<file path="config.mk">
export PLATFORM = sky130hd
export DESIGN_NAME = motor_bridge_pwm_control
export DESIGN_NICKNAME = d
export VERILOG_FILES = /design/src/verilog/motor_pkg.sv /design/src/verilog/motor_bridge_pwm_control.sv /design/src/verilog/bridge_chop.sv
export SDC_FILE = /design/constraint.sdc
export NUM_CORES = 1
export LEC_CHECK = 0
export ABC_AREA = 1
export ABC_CLOCK_PERIOD_IN_PS = 1590
export BUFFER_PORTS_ARGS = -buffer_cell sky130_fd_sc_hd__buf_2
export CORE_ASPECT_RATIO = 2
export CORE_MARGIN = 2
export CORE_UTILIZATION = 51
export CTS_CLUSTER_SIZE = 30
export DETAILED_ROUTE_END_ITERATION = 7
export PLACE_DENSITY_LB_ADDON = 0.05
export SLEW_MARGIN = 20
export SYNTH_ARGS = -nofsm -noshare
export SYNTH_HDL_FRONTEND = slang
export SYNTH_SLANG_ARGS = --single-unit
export TNS_END_PERCENT = 50
</file>
<file path="constraint.sdc">
create_clock -name clk_in -period 1.59 [get_ports clk_in]
set_input_delay 0.159 -clock clk_in [delete_from_list [all_inputs] [get_ports clk_in]]
set_output_delay 0.159 -clock clk_in [all_outputs]
set_load 0.05 [all_outputs]
</file>
<file path="src/verilog/motor_pkg.sv">
/*
 * Shared constants for the three-bridge motor control logic: register map,
 * field positions, reset values, chop timing counts and phase codes.
 * Assumes a 40 MHz system clock; all timing counts derive from it.
 */
`default_nettype none

package motor_pkg;

    // ------------------------------------------------------------
    // Clock and timing
    // ------------------------------------------------------------
    localparam int CLK_MHZ      = 40;
    localparam int OFF_NS       = 30_000;  // Fixed off-time
    localparam int FAST_PERMIL  = 301;     // Fast share of off-time
    localparam int DEAD_NS      = 600;     // Fast-to-slow dead time
    localparam int BLANK_ST_NS  = 1_000;   // Stepper blanking
    localparam int BLANK_DC_NS  = 3_000;   // DC blanking
    localparam int OFF_CYC      = OFF_NS * CLK_MHZ / 1000;
    localparam int FAST_CYC     = OFF_NS * FAST_PERMIL / 1000
                                  * CLK_MHZ / 1000;
    localparam int DEAD_CYC     = DEAD_NS * CLK_MHZ / 1000;
    localparam int SLOW_CYC     = OFF_CYC - FAST_CYC - DEAD_CYC;
    localparam int BLANK_ST_CYC = BLANK_ST_NS * CLK_MHZ / 1000;
    localparam int BLANK_DC_CYC = BLANK_DC_NS * CLK_MHZ / 1000;

    // ------------------------------------------------------------
    // Register map (byte addresses)
    // ------------------------------------------------------------
    localparam logic [7:0] CTRL_OFS = 8'h00;
    localparam logic [7:0] STEP_OFS = 8'h04;
    localparam logic [7:0] STAT_OFS = 8'h08;

    // Control register fields and reset (asleep, disabled)
    localparam int         CTL_DIR  = 0;
    localparam int         CTL_EN   = 1;
    localparam int         CTL_SLOW = 2;
    localparam int         CTL_WAKE = 3;
    localparam logic [3:0] CTRL_RST = 4'h0;

    // Stepper register: three bits per bridge, levels reset to off
    localparam int         STP_LO   = 0;
    localparam int         STP_HI   = 1;
    localparam int         STP_DIR  = 2;
    localparam int         STP_W    = 3;
    localparam logic [5:0] STEP_RST = 6'h1B;

    // Status register fields
    localparam int STS_SHORT = 0;
    localparam int STS_HOT   = 1;
    localparam int STS_PUMP  = 2;
    localparam int STS_LOCK  = 3;
    localparam int STS_SLEEP = 4;
    localparam int STS_CHOP  = 5;  // One bit per bridge from here

    // ------------------------------------------------------------
    // Bridges, trip levels and chop phases
    // ------------------------------------------------------------
    localparam int N_BR = 3;  // Bridge 0 is the DC bridge

    localparam logic [1:0] PCT_OFF = 2'h0;

    typedef enum logic [3:0] {
        ST_ON   = 4'b0001,
        ST_FAST = 4'b0010,
        ST_DEAD = 4'b0100,
        ST_SLOW = 4'b1000
    } chop_st_e;

endpackage

`default_nettype wire

</file>
<file path="src/verilog/motor_bridge_pwm_control.sv">
/*
 * Control logic for one DC bridge and two stepper bridges: APB register
 * slave, output state decode, synchronous rectification, sleep and
 * protection. Analog comparators and detectors arrive as digital inputs
 * on clk_in; power stages act on the registered drive outputs.
 */
// Design decisions made here: the APB register port and the register offsets.
`timescale 1ns/1ps
`default_nettype none

module motor_bridge_pwm_control
    import motor_pkg::*;
(
    // Clock and reset
    input  wire logic        clk_in,
    input  wire logic        rst_n_in,
    // APB slave
    input  wire logic [7:0]  paddr_in,
    input  wire logic        psel_in,
    input  wire logic        penable_in,
    input  wire logic        pwrite_in,
    input  wire logic [31:0] pwdata_in,
    output logic      [31:0] prdata_out,
    output logic             pready_out,
    output logic             pslverr_out,
    // Analog detectors
    input  wire logic [2:0]  current_trip_in,
    input  wire logic [2:0]  zero_current_in,
    input  wire logic        short_detect_in,
    input  wire logic        junction_hot_in,
    input  wire logic        pump_gate_supply_low_in,
    input  wire logic        supply_above_threshold_in,
    // Bridge drive
    output logic      [2:0]  bridge_out_a_out,
    output logic      [2:0]  bridge_out_b_out,
    output logic      [2:0]  bridge_drive_en_out,
    output logic      [2:0]  sync_rectify_out,
    output logic      [2:0]  current_limit_chop_out,
    output logic      [3:0]  trip_pct_out,
    output logic             pump_enable_out
);

    // ------------------------------------------------------------
    // State
    // ------------------------------------------------------------
    typedef struct packed {
        logic [3:0]  ctrl;
        logic [5:0]  step;
        logic [2:0]  trip_s1;  // First synchroniser stage only
        logic [2:0]  trip_s2;
        logic        short_fault;
        logic [2:0]  zero_seen;
        logic [2:0]  out_a;
        logic [2:0]  out_b;
        logic [2:0]  drv_en;
        logic [2:0]  sr;
        logic [2:0]  chop;
        logic [3:0]  pct;
        logic        pump_en;
        logic        pready;
        logic        pslverr;
        logic [31:0] prdata;
    } ctl_s;

    ctl_s s;
    ctl_s next_s;

    chop_st_e   ph [N_BR];
    logic [2:0] run;
    logic [2:0] dir;
    logic       ok;
    logic       awake;
    logic       access;

    // ------------------------------------------------------------
    // Per-bridge chop sequencers
    // ------------------------------------------------------------
    for (genvar b = 0; b < N_BR; b++) begin : g_br
        bridge_chop #(
            .BLANK_CYC (b == 0 ? BLANK_DC_CYC : BLANK_ST_CYC),
            .MIXED     (b != 0)
        ) u_chop (
            .clk_in    (clk_in),
            .rst_n_in  (rst_n_in),
            .run_in    (run[b]),
            .trip_in   (s.trip_s2[b]),
            .slow_in   (s.ctrl[CTL_SLOW]),
            .phase_out (ph[b])
        );
    end

    // ------------------------------------------------------------
    // Enables shared by all bridges
    // ------------------------------------------------------------
    always_comb begin
        awake  = s.ctrl[CTL_WAKE];
        ok     = awake && !s.short_fault && !junction_hot_in &&
                 !pump_gate_supply_low_in && supply_above_threshold_in;
        access = psel_in && penable_in && s.pready;
        dir[0] = s.ctrl[CTL_DIR];
        run[0] = ok && s.ctrl[CTL_EN];
        for (int i = 1; i < N_BR; i++) begin
            dir[i] = s.step[(i - 1) * STP_W + STP_DIR];
            // both level bits high turns the bridge off
            run[i] = ok && !(s.step[(i - 1) * STP_W + STP_HI] &&
                             s.step[(i - 1) * STP_W + STP_LO]);
        end
    end

    // ------------------------------------------------------------
    // Next state: bus, protection and output decode
    // ------------------------------------------------------------
    always_comb begin
        next_s = s;

        next_s.trip_s1 = current_trip_in;
        next_s.trip_s2 = s.trip_s1;

        // APB: answer in the access phase, zero wait states
        next_s.pready  = psel_in && !penable_in;
        next_s.pslverr = 1'b0;
        next_s.prdata  = 32'h0000_0000;
        if (psel_in && !penable_in) begin
            unique case (paddr_in)
                CTRL_OFS: next_s.prdata[3:0] = s.ctrl;
                STEP_OFS: next_s.prdata[5:0] = s.step;
                STAT_OFS: begin
                    next_s.prdata[STS_SHORT] = s.short_fault;
                    next_s.prdata[STS_HOT]   = junction_hot_in;
                    next_s.prdata[STS_PUMP]  = pump_gate_supply_low_in;
                    next_s.prdata[STS_LOCK]  = !supply_above_threshold_in;
                    next_s.prdata[STS_SLEEP] = !awake;
                    next_s.prdata[STS_CHOP +: 3] = s.chop;
                end
                default: next_s.pslverr = 1'b1;
            endcase
        end
        if (access && pwrite_in) begin
            if (paddr_in == CTRL_OFS) begin
                next_s.ctrl = pwdata_in[3:0];
            end
            if (paddr_in == STEP_OFS) begin
                next_s.step = pwdata_in[5:0];
            end
        end

        // short latch; set wins over the sleep clear
        if (short_detect_in) begin
            next_s.short_fault = 1'b1;
        end else if (!awake) begin
            next_s.short_fault = 1'b0;
        end

        // charge pump follows the sleep request
        next_s.pump_en = awake;

        // trip share code per stepper bridge
        next_s.pct = ~{s.step[4], s.step[3], s.step[1], s.step[0]};

        for (int b = 0; b < N_BR; b++) begin
            // zero-current memory, held through one decay
            if ((run[b] && (ph[b] == ST_FAST || ph[b] == ST_SLOW)) ||
                (b == 0 && ok && !s.ctrl[CTL_EN])) begin
                next_s.zero_seen[b] = s.zero_seen[b] || zero_current_in[b];
            end else begin
                next_s.zero_seen[b] = 1'b0;
            end
            next_s.chop[b]   = run[b] && ph[b] != ST_ON;
            next_s.out_a[b]  = 1'b0;
            next_s.out_b[b]  = 1'b0;
            next_s.drv_en[b] = 1'b0;
            next_s.sr[b]     = 1'b0;
            if (!ok) begin
                // Outputs float; nothing else to do
            end else if (b == 0 && !s.ctrl[CTL_EN]) begin
                next_s.sr[0] = 1'b1;
                if (s.ctrl[CTL_SLOW]) begin
                    next_s.drv_en[0] = 1'b1;
                end else begin
                    next_s.out_a[0]  = !dir[0];
                    next_s.out_b[0]  = dir[0];
                    next_s.drv_en[0] = !s.zero_seen[0];
                end
            end else if (run[b]) begin
                unique case (ph[b])
                    ST_ON: begin
                        next_s.out_a[b]  = dir[b];
                        next_s.out_b[b]  = !dir[b];
                        next_s.drv_en[b] = 1'b1;
                    end
                    ST_FAST: begin
                        next_s.out_a[b]  = !dir[b];
                        next_s.out_b[b]  = dir[b];
                        next_s.drv_en[b] = !s.zero_seen[b];
                        next_s.sr[b]     = !s.zero_seen[b];
                    end
                    ST_DEAD: begin
                        next_s.drv_en[b] = 1'b0;
                    end
                    ST_SLOW: begin
                        next_s.drv_en[b] = !s.zero_seen[b];
                        next_s.sr[b]     = !s.zero_seen[b];
                    end
                endcase
            end
        end
    end

    // ------------------------------------------------------------
    // State register
    // ------------------------------------------------------------
    // Control resets asleep so nothing drives before software asks
    always_ff @(posedge clk_in or negedge rst_n_in) begin
        if (!rst_n_in) begin
            s      <= '0;
            s.ctrl <= CTRL_RST;
            s.step <= STEP_RST;
            s.pct  <= {PCT_OFF, PCT_OFF};
        end else begin
            s <= next_s;
        end
    end

    // Outputs straight from the state register
    assign prdata_out             = s.prdata;
    assign pready_out             = s.pready;
    assign pslverr_out            = s.pslverr;
    assign bridge_out_a_out       = s.out_a;
    assign bridge_out_b_out       = s.out_b;
    assign bridge_drive_en_out    = s.drv_en;
    assign sync_rectify_out       = s.sr;
    assign current_limit_chop_out = s.chop;
    assign trip_pct_out           = s.pct;
    assign pump_enable_out        = s.pump_en;
endmodule

`default_nettype wire

</file>
<file path="src/verilog/bridge_chop.sv">
/*
 * Fixed off-time chop sequencer for one bridge: on-phase with blanking,
 * then fast, dead and slow decay (mixed) or one decay kind (plain).
 * Assumes trip_in is already synchronised to clk_in.
 */
`timescale 1ns/1ps
`default_nettype none

module bridge_chop
    import motor_pkg::*;
#(
    parameter int BLANK_CYC = BLANK_ST_CYC,
    parameter bit MIXED     = 1'b1
) (
    // Clock and reset
    input  wire logic     clk_in,
    input  wire logic     rst_n_in,
    // Control
    input  wire logic     run_in,
    input  wire logic     trip_in,
    input  wire logic     slow_in,
    // Phase
    output var  chop_st_e phase_out
);

    // ------------------------------------------------------------
    // Checks and state
    // ------------------------------------------------------------
    if (BLANK_CYC < 1 || BLANK_CYC > 127) begin : g_bad_blank
        $error("bridge_chop: blank count out of range");
    end

    typedef struct packed {
        chop_st_e    st;
        logic [10:0] cnt;
        logic [6:0]  blank;
        logic [10:0] off_len;  // Cycles spent off, for checking
    } chop_s;

    chop_s s;
    chop_s next_s;

    // Sequencer
    always_comb begin
        next_s = s;
        if (s.blank != 7'h00) begin
            next_s.blank = s.blank - 7'h01;
        end
        next_s.off_len = (s.st == ST_ON) ? 11'h000 : s.off_len + 11'h001;
        if (!run_in) begin
            // Re-enable switches outputs, so blanking restarts
            next_s.st    = ST_ON;
            next_s.cnt   = 11'h000;
            next_s.blank = 7'(BLANK_CYC);
        end else begin
            unique case (s.st)
                ST_ON: begin
                    if (s.blank == 7'h00 && trip_in) begin
                        next_s.blank = 7'(BLANK_CYC);
                        next_s.cnt = MIXED ? 11'(FAST_CYC - 1)
                                           : 11'(OFF_CYC - 1);
                        next_s.st = (MIXED || !slow_in) ? ST_FAST
                                                         : ST_SLOW;
                    end
                end
                ST_FAST: begin
                    if (s.cnt != 11'h000) begin
                        next_s.cnt = s.cnt - 11'h001;
                    end else if (MIXED) begin
                        next_s.st  = ST_DEAD;
                        next_s.cnt = 11'(DEAD_CYC - 1);
                    end else begin
                        next_s.st    = ST_ON;
                        next_s.blank = 7'(BLANK_CYC);
                    end
                end
                ST_DEAD: begin
                    if (s.cnt != 11'h000) begin
                        next_s.cnt = s.cnt - 11'h001;
                    end else begin
                        next_s.st    = ST_SLOW;
                        next_s.cnt   = 11'(SLOW_CYC - 1);
                        next_s.blank = 7'(BLANK_CYC);
                    end
                end
                ST_SLOW: begin
                    if (s.cnt != 11'h000) begin
                        next_s.cnt = s.cnt - 11'h001;
                    end else begin
                        next_s.st    = ST_ON;
                        next_s.blank = 7'(BLANK_CYC);
                    end
                end
            endcase
        end
    end

    // State register
    always_ff @(posedge clk_in or negedge rst_n_in) begin
        if (!rst_n_in) begin
            s <= '{st: ST_ON, cnt: 11'h000, blank: 7'h00,
                   off_len: 11'h000};
        end else begin
            s <= next_s;
        end
    end

    assign phase_out = s.st;
endmodule

`default_nettype wire

</file>
* Word-level counts from Yosys, hierarchy flattened
Cells that the tools add are included.
Widths: inputs -> output; s select.
** Storage, ports and cells
- Flip-flop bits (word level) :: 116
- Bits in latches :: 0
- Bits in writable memories :: 0
- Bits in read-only memories :: 0
- Input port bits :: 55
- Output and inout port bits :: 54
- Logic and storage cells :: 217
- Memories kept :: 0
** Cells by class
- Add/sub/neg operators :: 6
- Multipliers :: 0
- Div/mod/pow operators :: 0
- $lt $le $gt $ge :: 0
- Eq/ne operators :: 32
- Shift operators :: 0
- Mux-type cells :: 86
- Bitwise gates (word level) :: 1
- Reduce and logical (&&, ||, !) cells :: 67
** Operators by type and width (count)
- $pmux 22 s4 :: 2
- $mux 22 :: 6
- $mux 11 :: 8
- $pmux 22 s3 :: 1
- $mux 7 :: 6
- $ne 3x3->1 const B :: 14
- $mux 1 :: 41
- $mux 4 :: 9
- $reduce_bool 11->1 :: 3
- $sub 11x1->11 const B :: 3
- $logic_and 1x1->1 :: 23
- $logic_not 7->1 :: 3
- $reduce_bool 7->1 :: 3
- $sub 7x1->7 const B :: 3
- $logic_not 1->1 :: 15
- $eq 4x1->1 const B :: 3
- $eq 4x2->1 const B :: 3
- $eq 4x3->1 const B :: 3
- $eq 4x4->1 const B :: 3
- $ne 4x1->1 const B :: 3
- $pmux 1 s2 :: 6
- $pmux 4 s3 :: 1
- $reduce_and 2->1 :: 5
- $pmux 1 s3 :: 3
- 13 further kinds :: 22

* Depth between registers and ports, before layout
- Depth after elaboration :: 9
- Depth in mapped cells :: 13
- Gate-level depth less buffers :: 13

* Cells and area by module
A second synthesis with hierarchy kept.
** Second synthesis, totals
- Cell total of the unflattened synthesis :: 911
- Area total of the unflattened synthesis :: 7003.0 um^2
** By module, submodules not included
- motor_bridge_pwm_control :: instances 1, cells an instance 296, area an instance 2507.4 um^2, seq. area each 1256.2 um^2
- bridge_chop (g_br[1].u_chop) :: instances 1, cells an instance 224, area an instance 1622.8 um^2, seq. area each 551.8 um^2
- bridge_chop (g_br[2].u_chop) :: instances 1, cells an instance 223, area an instance 1599.0 um^2, seq. area each 551.8 um^2
- bridge_chop (g_br[0].u_chop) :: instances 1, cells an instance 168, area an instance 1273.7 um^2, seq. area each 526.8 um^2

* Worst setup path before layout
OpenSTA, ideal clock, no wires.
- Path type :: register to register
- Start :: register g_br[1].u_chop.s[11] in the netlist's numbering
- End :: register g_br[1].u_chop.s[22] in the netlist's numbering
- Library setup time :: 0.119 ns
- Arrival :: 1.504 ns
- Data required time :: 1.471 ns
- Setup slack :: -0.032 ns
- Cell stages (with the launch flop) :: 12
- Path buffers :: 0
- Period minus slack after synthesis :: 1.622 ns
- Path through :: dfrtp_1 inv_1 ha_1 nand2_1 nor2_2 nand3_1 nand2_1 nand2_2 nand2_2 clkinv_4 nand2_1 o21ai_2
** On the way
- Longest elaborated chain between the ends :: 4
** Ends and longest elaborated chain
- start, declared :: line bridge_chop.sv:40 : chop_s s;
- start signal, assigned :: line bridge_chop.sv:101 : s <= '{st: ST_ON, cnt: 11'h000, blank: 7'h00,
- start signal, assigned :: line bridge_chop.sv:104 : s <= next_s;
- $logic_not 7->1 :: line bridge_chop.sv:58 : if (s.blank == 7'h00 && trip_in) begin
- $logic_and 1x1->1 :: line bridge_chop.sv:58
- $ne 3x3->1 (no source line)
- $reduce_and 2->1 (no source line)
No other way between the ends.
A chain may end at the register's enable or synchronous reset.

* Final worst setup path
- Start :: register g_br[1].u_chop.s[12] in the netlist's numbering
- End :: register g_br[1].u_chop.s[27] in the netlist's numbering
Same word-level chain as after synthesis.

==> flow_summary_export.csv <==
group,metric,value,unit
placement,dp_slack,-0.155,ns
status,failed_checks,"negative hold slack, negative setup slack",
placement,place.detailed.hpwl,11900,um
drt,drc,0,
worst_hold_path,min_path_type,"in -> reg",
layout,final_cell_mix,"206 x nand2_1, 108 x dfrtp_1, 107 x buf_4",
timing,hold_viol,1,
synth,synthArstFlopShare,100,%
synth,yosys_warnings,0,
global_routing,grt_pass1_vias,6060,
drt,vias_per_cell,5.08,
synth,ys_seq_area_share,44.4,%
synth,synth_cell_types,44,
timing,fin_setup_tns,-0.809,ns
drt,num_vias,5969,
layout,drive_gt1_share,34.2,%
synth,synth-edff-count,0,
placement,place.gp.congestion,0.902,
floorplan,die_x,83.8,um
timing,grt_setup_unrepaired,"true",
timing,fin_ws,-0.0882,ns
floorplan,pin_count,109,
timing,drv_slew,0,
worst_hold_path,hold_end,"s[67]",
floorplan,rows,58,
floorplan,die-area,13700,um^2
synth,synth_area_per_cell,7.77,um^2
clock_network,clock_sinks,115,
floorplan,die_y,164,um
global_routing,grt_pass1_wl,27000,um
global_routing,grt_max_degree,49,
drt,wl_per_cell,14.1,um
layout,finalNetCount,1077,
setup_path,crit_path_end_kind,"flip-flop",
timing,post-route-period-util,106,%
clock_network,cts-root-buf,"clkbuf_16",
floorplan,core-area,12500,um^2
timing,fin_crit,1.68,ns
setup_path,worstSetupStartpointType,"flip-flop",
pwr,ir_drop,0.000968,V
setup_path,reg2reg_to,"g_br[1].u_chop.s[27]",
layout,areaGrowthSynthToFinish,35.8,%
synth,netlist_instances,836,
synth,synth-seq-cells,115,
floorplan,start_util,52.1,%
setup_path,r2r_start,"g_br[1].u_chop.s[12]",
timing,skew,0.00824,ns
synth,synthMuxAreaShare,0.154,%
global_routing,grt_antenna_before_repair,0,
worst_hold_path,hold_start,"pwdata_in[3]",
placement,port_buffers,58,
synth,synthAdderAreaFrac,1.73,%
clock_network,worstSkewPairLatency,0.42,ns
worst_hold_path,worstHoldPathCells,3,
setup_path,worst_ep_arrival_time,2.04,ns
synth,synth_ff_type,"dfrtp_1",
synth,synth_top_family_by_area,"simple AND/OR/NAND/NOR gates",
drt,ant_nets,0,
clock_network,clkTransAtPathRegs,0.06,ns
status,status,"finished with violations",
setup_path,cp_data_required_time,1.95,ns
synth,synth_area,6500,um^2
timing,finalSetupViolations,23,
drt,drt_iter0_markers,256,
layout,layout_commonest_cell,"nand2_1",
setup_path,r2r_slack,-0.09,ns
pwr,p_leak,0.00467,uW
clock_network,htreeDepth,4,
drt,totalWireLength,16600,um
synth,synthSimpleGateAreaFrac,30.7,%
clock_network,cts_tree,"done",
timing,timing.hold.ws,-0.00401,ns
drt,first_pass_iters,6,
pwr,powerDensity,826,nW/um^2
layout,antennaDiodeCount,0,
synth,synth-xor-area-share,2.96,%
global_routing,overflow,0,
setup_path,critical_path_class,"reg -> reg",
setup_path,r2r_cells,11,
global_routing,grt_usage,24.4,%
timing,fmax,596,MHz
clock_network,numCtsBuffers,17,
setup_path,path_max_fanout,4,
synth,synth_compound_area_share,7.53,%
clock_network,ctsLongestPathBuffers,2,
run,maxCapViolations,0,
-- layout make-up --
| class | instances | area (um^2) |
|---|---|---|
| Sequential cell | 115 | 2890 |
| Timing Repair Buffer | 190 | 1420 |
| Tap cell | 150 | 188 |
| Inverter | 100 | 388 |
| Fill cell | 955 | 3660 |
| Multi-Input combinational cell | 589 | 3320 |
| Clock buffer | 17 | 425 |
| Clock inverter | 15 | 196 |
-- per-stage QoR --
step	util, %	hold slack [ns]	total power (uW)	cell area (um^2)	instances
after floorplan	-	-0.137	3210	6590	859
after global placement	59.6	0.0179	3290	7430	1110
after detailed placement	59.6	0.0199	3290	7430	1110
after CTS	67.4	0.00163	7350	8410	1158
after global routing	70.7	0.0137	7520	8820	1176
final	70.7	-0.00401	7290	8820	1176
-- how the worst max path moves through the flow --
stage,slack [ns],startpoint,end,cells after the start
after floorplan,0.008,g_br[1].u_chop.s[11],g_br[1].u_chop.s[22],11
after global placement,-0.13,g_br[2].u_chop.s[18],g_br[2].u_chop.s[22],10
after detailed placement,-0.15,g_br[2].u_chop.s[19],g_br[2].u_chop.s[22],10
after CTS,-0.03,g_br[2].u_chop.s[11],g_br[2].u_chop.s[22],10
after global routing,-0.18,g_br[1].u_chop.s[12],g_br[1].u_chop.s[19],11
final,-0.09,g_br[1].u_chop.s[12],g_br[1].u_chop.s[27],11
-- kinds of logic (layout without fill, tap and decap cells) --
family | count (synthesis) | count (layout)
buffers and inverters | 156 | 322
xor gates and xnor gates | 22 | 22
AOI/OAI and AO/OA | 85 | 86
adders and majority gates | 9 | 9
DFF | 115 | 115
muxes | 1 | 1
other | 1 | 24
and+or+nand+nor | 447 | 447
-- flip-flops by register name (all words and copies together), names as in the netlist --
register / count
prdata_out: 8
sync_rectify_out: 3
dir: 3
awake: 1
current_limit_chop_out: 3
s: 13
pslverr_out: 1
bridge_out_b_out: 3
g_br.u_chop.s: 54
pready_out: 1
next_s: 3
g_br.u_chop.phase_out: 11
pump_enable_out: 1
trip_pct_out: 4
bridge_drive_en_out: 3
bridge_out_a_out: 3
-- metal layers --
layer  vias to the layer above  global-route usage, %  routed length, um
li1                       2935                      -                  -
met2                       144                   46.8               9500
met4                         0                   11.1                633
met1                      2835                   25.1               5910
met5                         -                      0                  0
met3                        55                   4.55                540
-- report_power, final --
group          internal (uW)  total [uW]  switching, uW
clock                   2510        4040           1520
combinational           66.7         305            239
sequential              2940        2950           8.01
total                   5520        7290           1770
-- critical path: stages (launching register included) --
cell	delay (ns)
dfrtp_1	0.39
inv_1	0.10
ha_4	0.14
nand2_2	0.08
nor2_4	0.14
nand3_2	0.12
nand2_2	0.13
buf_6	0.12
nand3_4	0.11
nor2_4	0.18
nand2_2	0.07
nand2_2	0.05
-- timing repair --
action | in CTS | in global routing
setup buffers | 6 | 17
endpoints found under the hold margin | 117 | 0
endpoints found under the setup margin | 55 | 67
hold buffers | 10 | 0
gates resized for setup | 66 | 82
cloned | 1 | 1
pin swaps | 21 | 48
-- synthesized netlist by cell type, drive strengths merged (4+ instances only) --
cell	instances	share of area, %
a211oi	5	0.58
a21oi	20	1.7
buf	56	6.6
dfrtp	108	42
dfstp	7	2.8
ha	9	1.7
inv	99	5.7
nand2	239	14
nand3	58	5.0
nand3b	4	0.46
nand4	10	0.96
nor2	112	7.6
nor3	17	1.6
o21ai	52	4.4
xnor2	4	0.54
xor2	18	2.4
No activity file was read; power rests on OpenSTA's default activity.
